File: src/core/ubm_pkg.sv
package ubm_pkg;
    // ==========================================================
    // Register byte offsets on the register bus.
    localparam logic [7:0] OFS_DATA_COMPARE_C = 8'h00;
    localparam logic [7:0] OFS_DATA_MASK_C = 8'h04;
    localparam logic [7:0] OFS_BUS_CYCLE_C = 8'h08;
    localparam logic [7:0] OFS_EXEC_COUNT_C = 8'h0C;
    localparam logic [7:0] OFS_ADDR_D_HIGH = 8'h10;
    localparam logic [7:0] OFS_ADDR_D_LOW = 8'h14;
    localparam logic [7:0] OFS_BREAK_CTRL = 8'h18;
    localparam logic [7:0] OFS_ADDR_D_CTRL = 8'h1C;
    localparam logic [7:0] OFS_IRQ_STATUS = 8'h20;
    localparam logic [7:0] OFS_IRQ_MASK = 8'h24;

    // ==========================================================
    // Field positions.
    localparam int XY_EN_BIT = 9;
    localparam int XY_SEL_BIT = 8;
    localparam logic [15:0] BUS_CYCLE_WMASK = 16'h03FF;
    localparam logic [15:0] EXEC_COUNT_WMASK = 16'h0FFF;
    localparam int EXEC_EN_BIT = 0;
    localparam int STAT_HIT_C_BIT = 0;
    localparam int STAT_BREAK_C_BIT = 1;
    localparam int STAT_HIT_D_BIT = 2;

    // ==========================================================
    // Reset values and count constants.
    localparam logic [15:0] REG16_RESET = 16'h0000;
    localparam logic [31:0] REG32_RESET = 32'h00000000;
    localparam logic [11:0] EXEC_COUNT_LAST = 12'h001;
    localparam logic [2:0] IRQ_RESET = 3'h0;

    // Operand size encodings (bits 1:0 of the bus-cycle register).
    localparam logic [1:0] SZ_ANY = 2'h0;
    localparam logic [1:0] SZ_BYTE = 2'h1;
    localparam logic [1:0] SZ_WORD = 2'h2;
    localparam logic [1:0] SZ_LONG = 2'h3;
endpackage : ubm_pkg

File: src/core/ubm_cycle_match.sv
`timescale 1ns/1ps
// ==========================================================
// Qualifies one bus cycle against bits 7:0 of a bus-cycle register.
// Each two-bit field: 00 matches anything, 01 first kind, 10 second.
module ubm_cycle_match (
    input wire logic [7:0] cond,
    input wire logic is_dma,
    input wire logic is_write,
    input wire logic is_data,
    input wire logic [1:0] size,
    output logic ok
);
    // A field of 00 or 11 is a don't-care; 01 and 10 pick a kind.
    function automatic logic fld_ok(input logic [1:0] f, input logic second);
        fld_ok = (f == 2'h0) || (f == 2'h3) || (f == 2'h1 && !second) || (f == 2'h2 && second);
    endfunction : fld_ok

    // All four qualifiers must agree with the running cycle.
    always_comb
    begin
        ok = fld_ok(cond[7:6], is_dma) && fld_ok(cond[5:4], is_data)
            && fld_ok(cond[3:2], is_write)
            && (cond[1:0] == ubm_pkg::SZ_ANY || cond[1:0] == size);
    end
endmodule : ubm_cycle_match

File: src/core/ubm_data_match.sv
`timescale 1ns/1ps
// ==========================================================
// Masked data compare for channel C with X/Y and byte lane selection.
module ubm_data_match (
    input wire logic [31:0] cmp,
    input wire logic [31:0] msk,
    input wire logic xy_en,
    input wire logic xy_sel,
    input wire logic [1:0] size,
    input wire logic addr0,
    input wire logic [31:0] bus_data,
    input wire logic [15:0] x_data,
    input wire logic [15:0] y_data,
    output logic ok
);
    logic [31:0] val;
    logic [31:0] care;

    // Picks the bus value and the set of bits that take part.
    always_comb
    begin
        care = ~msk;
        val = bus_data;
        if (xy_en)
        begin
            // X uses the upper half, Y the lower half.
            val = xy_sel ? {16'h0000, y_data} : {x_data, 16'h0000};
            care = care & (xy_sel ? 32'h0000FFFF : 32'hFFFF0000);
        end
        else if (size == ubm_pkg::SZ_BYTE)
        begin
            // Odd bytes compare on bits 7:0, even bytes on 15:8.
            val = {16'h0000, bus_data[7:0], bus_data[7:0]};
            care = care & (addr0 ? 32'h000000FF : 32'h0000FF00);
        end
        ok = ((val ^ cmp) & care) == 32'h00000000;
    end
endmodule : ubm_data_match

File: src/core/ubm_top.sv
// Design decisions made here: the AHB-Lite interface to the registers and the placing of the registers.
`timescale 1ns/1ps
// Contract
// - Mask one excludes bit, zero keeps it.
// - X/Y mode masks only selected half.
// - Byte breaks use lane by address parity.
// - Bus-cycle bits 15..10 read zero.
// - Bit 9 picks internal or X/Y bus.
// - Bit 8 selects X or Y when enabled.
// - Bus-cycle fields qualify every channel C hit.
// - Bus-cycle register clears on power-on reset.
// - Count down hits; break after one.
// - Count is twelve bits, upper bits zero.
// - Short repeat loops do not decrement.
// - Count register clears on power-on reset.
// - Both halves form 32-bit address normally.
// - X/Y mode compares selected half only.
// - X/Y address bit zero is ignored.
// - Address halves clear on power-on reset.
// - X/Y data compare uses selected half.
module ubm_top (
    input wire logic hclk,
    input wire logic hresetn,
    input wire logic manual_reset,
    input wire logic hsel,
    input wire logic [31:0] haddr,
    input wire logic [1:0] htrans,
    input wire logic hwrite,
    input wire logic [2:0] hsize,
    input wire logic [31:0] hwdata,
    input wire logic hready,
    output logic [31:0] hrdata,
    output logic hreadyout,
    output logic hresp,
    input wire logic cyc_valid,
    input wire logic cyc_dma,
    input wire logic cyc_write,
    input wire logic cyc_data,
    input wire logic [1:0] cyc_size,
    input wire logic [31:0] cyc_addr,
    input wire logic [31:0] cyc_wdata,
    input wire logic [15:0] x_addr,
    input wire logic [15:0] y_addr,
    input wire logic [15:0] x_data,
    input wire logic [15:0] y_data,
    input wire logic short_repeat,
    output logic break_req,
    output logic irq
);
    // ==========================================================
    // State.
    typedef struct packed {
        logic [31:0] dcmp_c;
        logic [31:0] dmsk_c;
        logic [15:0] bcyc_c;
        logic [15:0] cnt_c;
        logic [15:0] ad_hi;
        logic [15:0] ad_lo;
        logic [15:0] brk_ctl;
        logic [15:0] bcyc_d;
        logic [2:0] irq_st;
        logic [2:0] irq_msk;
        logic wr_pend;
        logic [7:0] wr_ofs;
        logic [31:0] rdata;
        logic brk;
    } ubm_state_t;

    ubm_state_t st_ff;
    ubm_state_t nxt_st;

    logic c_cyc_ok;
    logic c_data_ok;
    logic d_cyc_ok;
    logic c_hit;
    logic d_hit;
    logic d_addr_ok;
    logic take;
    logic [2:0] w1c;

    // ==========================================================
    // Channel C qualifiers and data compare.
    ubm_cycle_match u_cyc_c (
        .cond(st_ff.bcyc_c[7:0]),
        .is_dma(cyc_dma),
        .is_write(cyc_write),
        .is_data(cyc_data),
        .size(cyc_size),
        .ok(c_cyc_ok)
    );

    ubm_data_match u_data_c (
        .cmp(st_ff.dcmp_c),
        .msk(st_ff.dmsk_c),
        .xy_en(st_ff.bcyc_c[ubm_pkg::XY_EN_BIT]),
        .xy_sel(st_ff.bcyc_c[ubm_pkg::XY_SEL_BIT]),
        .size(cyc_size),
        .addr0(cyc_addr[0]),
        .bus_data(cyc_wdata),
        .x_data(x_data),
        .y_data(y_data),
        .ok(c_data_ok)
    );

    // Channel D qualifiers; its own bus-cycle word is kept locally.
    ubm_cycle_match u_cyc_d (
        .cond(st_ff.bcyc_d[7:0]),
        .is_dma(cyc_dma),
        .is_write(cyc_write),
        .is_data(cyc_data),
        .size(cyc_size),
        .ok(d_cyc_ok)
    );

    // Channel D address compare; X/Y addresses drop bit zero.
    always_comb
    begin
        if (!st_ff.bcyc_d[ubm_pkg::XY_EN_BIT])
            d_addr_ok = cyc_addr == {st_ff.ad_hi, st_ff.ad_lo};
        else if (!st_ff.bcyc_d[ubm_pkg::XY_SEL_BIT])
            d_addr_ok = x_addr[15:1] == st_ff.ad_hi[15:1];
        else
            d_addr_ok = y_addr[15:1] == st_ff.ad_lo[15:1];
    end

    // A hit needs the cycle qualifiers and every compare to agree.
    assign c_hit = cyc_valid && c_cyc_ok && c_data_ok;
    assign d_hit = cyc_valid && d_cyc_ok && d_addr_ok;

    // ==========================================================
    // Bus slave: zero wait states, always OKAY.
    assign take = hsel && hready && htrans[1];
    assign hreadyout = 1'b1;
    assign hresp = 1'b0;
    assign hrdata = st_ff.rdata;
    assign break_req = st_ff.brk;
    assign irq = |(st_ff.irq_st & st_ff.irq_msk);
    assign w1c = (st_ff.wr_pend && st_ff.wr_ofs == ubm_pkg::OFS_IRQ_STATUS)
        ? hwdata[2:0] : 3'h0;

    // Next state: register writes, reads, counting and sticky flags.
    always_comb
    begin
        logic [2:0] ev;
        logic fire;
        ev = 3'h0;
        fire = 1'b0;
        nxt_st = st_ff;
        nxt_st.brk = 1'b0;
        // Completes a write whose address phase was taken last cycle.
        if (st_ff.wr_pend)
        begin
            unique case (st_ff.wr_ofs)
                ubm_pkg::OFS_DATA_COMPARE_C: nxt_st.dcmp_c = hwdata;
                ubm_pkg::OFS_DATA_MASK_C: nxt_st.dmsk_c = hwdata;
                ubm_pkg::OFS_BUS_CYCLE_C:
                    nxt_st.bcyc_c = hwdata[15:0] & ubm_pkg::BUS_CYCLE_WMASK;
                ubm_pkg::OFS_EXEC_COUNT_C:
                    nxt_st.cnt_c = hwdata[15:0] & ubm_pkg::EXEC_COUNT_WMASK;
                ubm_pkg::OFS_ADDR_D_HIGH: nxt_st.ad_hi = hwdata[15:0];
                ubm_pkg::OFS_ADDR_D_LOW: nxt_st.ad_lo = hwdata[15:0];
                ubm_pkg::OFS_BREAK_CTRL: nxt_st.brk_ctl = hwdata[15:0];
                ubm_pkg::OFS_ADDR_D_CTRL:
                    nxt_st.bcyc_d = hwdata[15:0] & ubm_pkg::BUS_CYCLE_WMASK;
                ubm_pkg::OFS_IRQ_MASK: nxt_st.irq_msk = hwdata[2:0];
                default: ;
            endcase
        end
        // Channel C break, optionally after a number of hits.
        if (c_hit)
        begin
            if (!st_ff.brk_ctl[ubm_pkg::EXEC_EN_BIT])
                fire = 1'b1;
            else if (st_ff.cnt_c[11:0] <= ubm_pkg::EXEC_COUNT_LAST)
                fire = 1'b1;
            else if (!short_repeat)
                nxt_st.cnt_c = {4'h0, st_ff.cnt_c[11:0] - 12'h001};
        end
        ev[ubm_pkg::STAT_HIT_C_BIT] = c_hit;
        ev[ubm_pkg::STAT_BREAK_C_BIT] = fire;
        ev[ubm_pkg::STAT_HIT_D_BIT] = d_hit;
        nxt_st.brk = fire || d_hit;
        // Set wins over a write-one clear in the same cycle.
        nxt_st.irq_st = (st_ff.irq_st & ~w1c) | ev;
        // Address phase capture and read data.
        nxt_st.wr_pend = take && hwrite;
        if (take)
            nxt_st.wr_ofs = haddr[7:0];
        if (take && !hwrite)
        begin
            unique case (haddr[7:0])
                ubm_pkg::OFS_DATA_COMPARE_C: nxt_st.rdata = st_ff.dcmp_c;
                ubm_pkg::OFS_DATA_MASK_C: nxt_st.rdata = st_ff.dmsk_c;
                ubm_pkg::OFS_BUS_CYCLE_C: nxt_st.rdata = {16'h0000, st_ff.bcyc_c};
                ubm_pkg::OFS_EXEC_COUNT_C: nxt_st.rdata = {16'h0000, st_ff.cnt_c};
                ubm_pkg::OFS_ADDR_D_HIGH: nxt_st.rdata = {16'h0000, st_ff.ad_hi};
                ubm_pkg::OFS_ADDR_D_LOW: nxt_st.rdata = {16'h0000, st_ff.ad_lo};
                ubm_pkg::OFS_BREAK_CTRL: nxt_st.rdata = {16'h0000, st_ff.brk_ctl};
                ubm_pkg::OFS_ADDR_D_CTRL: nxt_st.rdata = {16'h0000, st_ff.bcyc_d};
                ubm_pkg::OFS_IRQ_STATUS: nxt_st.rdata = {29'h0, st_ff.irq_st};
                ubm_pkg::OFS_IRQ_MASK: nxt_st.rdata = {29'h0, st_ff.irq_msk};
                default: nxt_st.rdata = 32'h00000000;
            endcase
        end
    end

    // ==========================================================
    // Registers; manual reset leaves the configuration as it is.
    always_ff @(posedge hclk or negedge hresetn)
    begin
        if (!hresetn)
        begin
            st_ff <= '0;
        end
        else if (manual_reset)
        begin
            st_ff <= nxt_st;
            st_ff.wr_pend <= 1'b0;
            st_ff.brk <= 1'b0;
        end
        else
        begin
            st_ff <= nxt_st;
        end
    end

    // ==========================================================
    // Checks.
    a_bus_rsv_zero: assert property (@(posedge hclk) disable iff (!hresetn)
        st_ff.bcyc_c[15:10] == 6'h00 && st_ff.cnt_c[15:12] == 4'h0)
        else $error("reserved bits set");
    a_cnt_dec_one: assert property (@(posedge hclk) disable iff (!hresetn)
        (c_hit && st_ff.brk_ctl[0] && !short_repeat && st_ff.cnt_c[11:0] > 12'h001
        && !st_ff.wr_pend && !manual_reset)
        |=> st_ff.cnt_c[11:0] == $past(st_ff.cnt_c[11:0]) - 12'h001)
        else $error("count did not drop by one");
    a_cnt_rep_hold: assert property (@(posedge hclk) disable iff (!hresetn)
        (c_hit && short_repeat && !st_ff.wr_pend) |=> $stable(st_ff.cnt_c))
        else $error("count moved in repeat loop");
    a_break_last: assert property (@(posedge hclk) disable iff (!hresetn)
        (c_hit && st_ff.brk_ctl[0] && st_ff.cnt_c[11:0] == 12'h001 && !manual_reset)
        |=> break_req && st_ff.irq_st[1])
        else $error("no break at last count");
    a_no_early_brk: assert property (@(posedge hclk) disable iff (!hresetn)
        (c_hit && st_ff.brk_ctl[0] && st_ff.cnt_c[11:0] > 12'h001 && !d_hit)
        |=> !break_req)
        else $error("break before count ran out");
    a_mask_excl: assert property (@(posedge hclk) disable iff (!hresetn)
        (st_ff.dmsk_c == 32'hFFFFFFFF && !st_ff.bcyc_c[9] && cyc_size != 2'h1)
        |-> c_data_ok)
        else $error("masked data still compared");
    a_xy_addr_b0: assert property (@(posedge hclk) disable iff (!hresetn)
        (st_ff.bcyc_d[9] && !st_ff.bcyc_d[8] && x_addr[15:1] == st_ff.ad_hi[15:1])
        |-> d_addr_ok)
        else $error("x address bit zero compared");
    a_hit_needs: assert property (@(posedge hclk) disable iff (!hresetn)
        (c_hit && !st_ff.brk_ctl[0] && !manual_reset) |=> break_req && st_ff.irq_st[0])
        else $error("hit did not raise a break");
    a_stat_w1c: assert property (@(posedge hclk) disable iff (!hresetn)
        (st_ff.wr_pend && st_ff.wr_ofs == ubm_pkg::OFS_IRQ_STATUS && hwdata[0] && !c_hit)
        |=> !st_ff.irq_st[0])
        else $error("status bit not cleared");
    c_brk_count: cover property (@(posedge hclk) disable iff (!hresetn)
        c_hit && st_ff.brk_ctl[0] && st_ff.cnt_c[11:0] == 12'h001);
    c_xy_hit: cover property (@(posedge hclk) disable iff (!hresetn)
        c_hit && st_ff.bcyc_c[9]);
    c_d_hit: cover property (@(posedge hclk) disable iff (!hresetn) d_hit);
    c_irq: cover property (@(posedge hclk) disable iff (!hresetn) irq);
endmodule : ubm_top

File: config.mk
export PLATFORM = sky130hd
export DESIGN_NAME = ubm_top
export DESIGN_NICKNAME = d
export VERILOG_FILES = /design/src/core/ubm_pkg.sv /design/src/core/ubm_cycle_match.sv /design/src/core/ubm_data_match.sv /design/src/core/ubm_top.sv
export SDC_FILE = /design/constraint.sdc
export NUM_CORES = 1
export LEC_CHECK = 0
export BUFFER_PORTS_ARGS = -buffer_cell sky130_fd_sc_hd__buf_2
export CAP_MARGIN = 5
export CORE_AREA = 10 10 175 177
export DETAILED_ROUTE_END_ITERATION = 6
export DIE_AREA = 0 0 185 187
export PLACE_DENSITY = 0.66
export SLEW_MARGIN = 20
export SYNTH_ARGS = -nofsm -noshare
export SYNTH_HDL_FRONTEND = slang
export SYNTH_SLANG_ARGS = --single-unit
export TNS_END_PERCENT = 5
File: constraint.sdc
create_clock -name hclk -period 3.93 [get_ports hclk]
set_input_delay 0.1965 -clock hclk [delete_from_list [all_inputs] [get_ports hclk]]
set_output_delay 0.1965 -clock hclk [all_outputs]
set_load 0.05 [all_outputs]
## Yosys cells after proc, flatten, opt, wreduce, memory -nomap -nowiden

Index checks and enable logic that the tools add are counted.
W data, S select, Z words.

| operators by class | value |
|---|---|
| reduce and logical (&&, ||, !) cells | 64 |
| bitwise logic cells | 9 |
| multiplexer cells | 32 |
| add/subtract/negate cells | 1 |
| equal/unequal tests | 42 |
| magnitude comparators | 1 |

Operators with widths:

| cell | count |
|---|---|
| $pmux W32 S10 | 1 |
| $mux W32 | 9 |
| $mux W16 | 11 |
| $mux W160 | 1 |
| $and A32 B32 Y32 | 3 |
| $eq A8 B5 Y1 const B | 8 |
| $mux W42 | 1 |
| $eq A32 B32 Y1 | 1 |
| $eq A8 B4 Y1 const B | 4 |
| $eq A8 B6 Y1 const B | 4 |
| $logic_not A32 Y1 | 1 |
| $not A32 Y32 | 1 |
| $xor A32 B32 Y32 | 1 |
| $eq A15 B15 Y1 | 2 |
| $logic_and A1 B1 Y1 | 27 |
| $eq A2 B2 Y1 const B | 12 |
| $logic_or A1 B1 Y1 | 21 |
| $eq A8 B3 Y1 const B | 2 |
| $logic_not A2 Y1 | 8 |
| $logic_not A8 Y1 | 2 |
| $eq A2 B1 Y1 const B | 7 |
| $le A12 B1 Y1 const B | 1 |
| $sub A12 B1 Y12 const B | 1 |
| $mux W3 | 3 |
| other kinds (8) | 17 |

| storage, ports and cells | value |
|---|---|
| bits in registers | 208 |
| input bits | 210 |
| logic and storage cells | 163 |

## Longest topological paths before layout

| logic depth | value |
|---|---|
| depth in word-level cells | 12 |
| mapped depth | 12 |

## By module

Synthesis repeated with hierarchy kept, for this count alone.

| second synthesis, totals | value |
|---|---|
| cells, all modules | 1049 |
| area total of the unflattened synthesis | 11088.1 um^2 |

Modules (own cells, without submodules):

| module | cells each | area an instance (um^2) | instances |
|---|---|---|---|
| ubm_top | 859 | 9718.1 | 1 |
| ubm_data_match | 142 | 1014.7 | 1 |
| ubm_cycle_match | 24 | 177.7 | 2 |

## Worst setup path after synthesis

No wires, ideal clock.

| timing path | value |
|---|---|
| kind | register -> register |
| from | reg st_ff[137] (netlist name) |
| to | reg st_ff[115] (netlist name) |
| clock period less this slack | 2.478 ns |
| data required time | 3.806 ns |
| cell stages (with the launch flop) | 13 |
| arrival | 2.354 ns |
| path slack | 1.452 ns |
| buffers on the path | 3 |
| cells stage by stage | dfrtp_1 -> and2_1 -> clkbuf_1 -> buf_6 -> a22oi_1 -> xor2_1 -> o22ai_1 -> nor4_1 -> o2111a_1 -> and4bb_2 -> buf_6 -> nor2_1 -> a211o_1 |

RTL lines:

| what | RTL line | source |
|---|---|---|
| start: declaration | ubm_top.sv:69 | `ubm_state_t st_ff;` |
| start signal: assignment | ubm_top.sv:217 | `st_ff <= nxt_st;` |
| start signal: assignment | ubm_top.sv:223 | `st_ff <= nxt_st;` |

==> run_results.csv <==
group,metric,value,unit
setup_path,r2r_slack,490,ps
detailed_routing,postRouteAntennaNets,0,
logic_synthesis,yosys.area.top_type_share,0.459,
setup_path,r2r_end,"st_ff[123]$_DFF_PN0_",
sta,period_share,0.875,
clocking,cts.reportedPaths.clkPinSlew,80,ps
clocking,h-tree-depth,4,
worst_hold_path,holdPathEnd,"st_ff[41]$_DFF_PN0_",
setup_path,start_kind,"flip-flop",
logic_synthesis,synthAdderAreaFrac,0.0164,
detailed_routing,dr_total_vias,8753,
detailed_routing,finalWirelength,36100,µm
placement,io_buffers,213,
setup_path,r2r-start,"st_ff[137]$_DFFE_PN0P_",
logic_synthesis,async_reset_ff_frac,1.00,
detailed_routing,viasPerCell,5.70,
sta,max_freq,291,MHz
sta,layout_min_cycle_time,3440,ps
flow_run,maxCapViolCount,0,
logic_synthesis,synth_xor_area_frac,0.0770,
layout,utilization,0.462,
clocking,cts_tree,"yes",
global_routing,grt_max_degree,99,
global_routing,first_global_vias,8895,
placement,dp.cells,1484,
sta,hold_viol_final,0,
layout,nNetsFinal,1398,
sta,drv_slew,0,
global_routing,grt_pass1_wl,54300,µm
worst_hold_path,holdCritStartpoint,"hwrite",
detailed_routing,wl_per_cell,23.5,µm
worst_hold_path,hold_path_depth,2,
power,p_per_area,352,nW/µm²
layout,fin_area,12600,µm²
logic_synthesis,syn_area_per_cell,10.8,µm²
sta,setup_viol,0,
setup_path,end_kind,"flip-flop",
logic_synthesis,synth-simple-area-share,0.103,
sta,rsz0062_at_grt,"no",
clocking,clock-root-buffer,"clkbuf_16",
floorplan,start_util,0.391,
sta,max_slew.worst_pin.slew,1070,ps
logic_synthesis,synth_top_cell_by_area,"dfrtp_1",
floorplan,core_area,27300,µm²
detailed_routing,drc,0,
floorplan,ios,246,
floorplan,dieWidth,185,µm
layout,area_delta_synth_final,17.9,%
logic_synthesis,synth_top_family_by_area,"multiplexers",
setup_path,crit_required,4250,ps
global_routing,grt_usage,0.203,
clocking,clkSinkCount,196,
logic_synthesis,syn-cell-area,10700,µm²
power,p_leak,5.88,nW
worst_hold_path,hp-class,"input pin to flip-flop",
logic_synthesis,syn-num-nets,1218,
sta,maxSlewHeadroom,0.288,
sta,fin_skew,16.2,ps
logic_synthesis,synth_compound_area_frac,0.133,
logic_synthesis,ys.flop_type,"dfrtp_1",
global_routing,grt_antenna_before_repair,5,
floorplan,die-area,34600,µm²
logic_synthesis,synth.area.mux_share,0.158,
detailed_routing,drtIter0Drc,1058,
placement,dpl.hpwl,26900,µm
logic_synthesis,yosysMostFrequentCell,"dfrtp_1",
status,status,"completed",
logic_synthesis,ys_warn_count,0,
clocking,cts-buffers-inserted,17,
floorplan,die_h,187,µm
floorplan,rows,61,
detailed_routing,firstDrtPassIters,6,
setup_path,critPathArrivalTime,3760,ps
logic_synthesis,ys_types,53,
layout,nFillCells,2563,
clocking,cts_max_path_buffers,2,
logic_synthesis,synth-edff-count,0,
setup_path,ff2ff_path_depth,10,
sta,setup_tns,0,ps
global_routing,gr-total-overflow,0,
setup_path,crit_type,"flip-flop to flip-flop",
power,peakVddDrop,0.293,mV
clocking,clk_latency,450,ps
placement,postPlaceCellArea,11900,µm²
layout,instances_no_fill,1536,
layout,drive_above_1_share,0.351,
placement,gp_routability_congestion,0.894,
logic_synthesis,yosys-top-cells-area,"dfrtp_1 (46%), mux2_2 (15%), xnor2_1 (4.4%)",
setup_path,path_max_fanout,27,
logic_synthesis,synth_cells,994,
sta,holdWs,19.1,ps
logic_synthesis,post_synth_most_frequent_cells,"dfrtp_1 (196), mux2_2 (142), nand2_1 (93), o21ai_0 (54), xnor2_1 (54)",
logic_synthesis,ys_ff_latch,196,
logic_synthesis,yosysSeqAreaShare,0.459,
-- area by class of cell --
class | instances | area, µm² | share of cell area
multi-input combinational | 693 | 5240 | 0.415
sequential | 196 | 4900 | 0.389
timing repair buffer | 248 | 1380 | 0.109
tap | 346 | 433 | 0.0343
clock buffer | 17 | 425 | 0.0337
clock inverter | 15 | 156 | 0.0124
inverter | 18 | 67.6 | 0.00536
antenna | 3 | 7.51 | 0.000595
-- critical path, cell delays in order, from the launching register on --
cell	delay [ps]
dfrtp_1	640
inv_2	370
a32oi_1	380
xor2_1	190
nor3_1	60
nor4_1	480
o2111a_1	270
and4bb_2	440
buf_4	290
a21o_1	110
nand3_1	70
-- worst max path at each step --
stage	slack, ps	endpoint	from	cells after the start
after floorplan	1450	st_ff[115]$_DFF_PN0_	st_ff[137]$_DFFE_PN0P_	12
after global placement	660	st_ff[121]$_DFF_PN0_	st_ff[137]$_DFFE_PN0P_	10
after detailed placement	590	st_ff[123]$_DFF_PN0_	st_ff[137]$_DFFE_PN0P_	10
after CTS	580	st_ff[123]$_DFF_PN0_	st_ff[137]$_DFFE_PN0P_	10
after global routing	230	st_ff[112]$_DFF_PN0_	st_ff[137]$_DFFE_PN0P_	10
final	490	st_ff[123]$_DFF_PN0_	st_ff[137]$_DFFE_PN0P_	10
-- through the flow --
stage	setup WS [ps]	power, mW
final	493	4.44
after CTS	584	4.47
after global placement	662	2.71
after floorplan	1450	2.46
after global routing	227	4.61
after detailed placement	593	2.72
-- cells by family after synthesis --
group | Yosys count
simple gates | 229
compound gates | 203
flops | 196
mux | 151
buf+inv | 105
xor+xnor | 94
fa+ha+maj | 14
other cells | 2
-- cells in the final DEF (no fill, tap or decap), types with 17 or more instances in the layout --
cell type	count
nand3_1	18
clkbuf_16	17
dfrtp_1	196
nand2_1	93
buf_4	18
mux2_2	142
nor2_1	30
a222oi_1	27
xnor2_1	54
a21o_1	17
a22oi_1	34
a21oi_1	18
buf_2	212
dlygate4sd3_1	17
o21ai_0	54
xor2_1	40
inv_1	17
-- report_power, final --
| group | leakage, nW | internal (mW) | switching (mW) |
|---|---|---|---|
| registers | 2.49 | 2.10 | 0.102 |
| clock network | 0.287 | 0.858 | 0.880 |
| logic | 3.10 | 0.241 | 0.267 |
-- routing by layer --
layer,GRT usage,share of wire,up-vias
met4,0.0654,0.026,4
met3,0.0435,0.074,48
li1,-,-,3968
met1,0.253,0.41,4382
met5,0,0.00058,-
met2,0.340,0.49,351
-- flip-flops by register name, summed over array words and instances, names as in the netlist --
name       count
hrdata        32
break_req      1
st_ff        163
-- repair_timing --
item,CTS,global route
endpoints found under the hold margin,126,0
setup endpoints to repair,0,0
hold buffers,17,0
setup buffers,0,0
gates resized for setup,0,0
No activity file was read; power rests on OpenSTA's default activity.
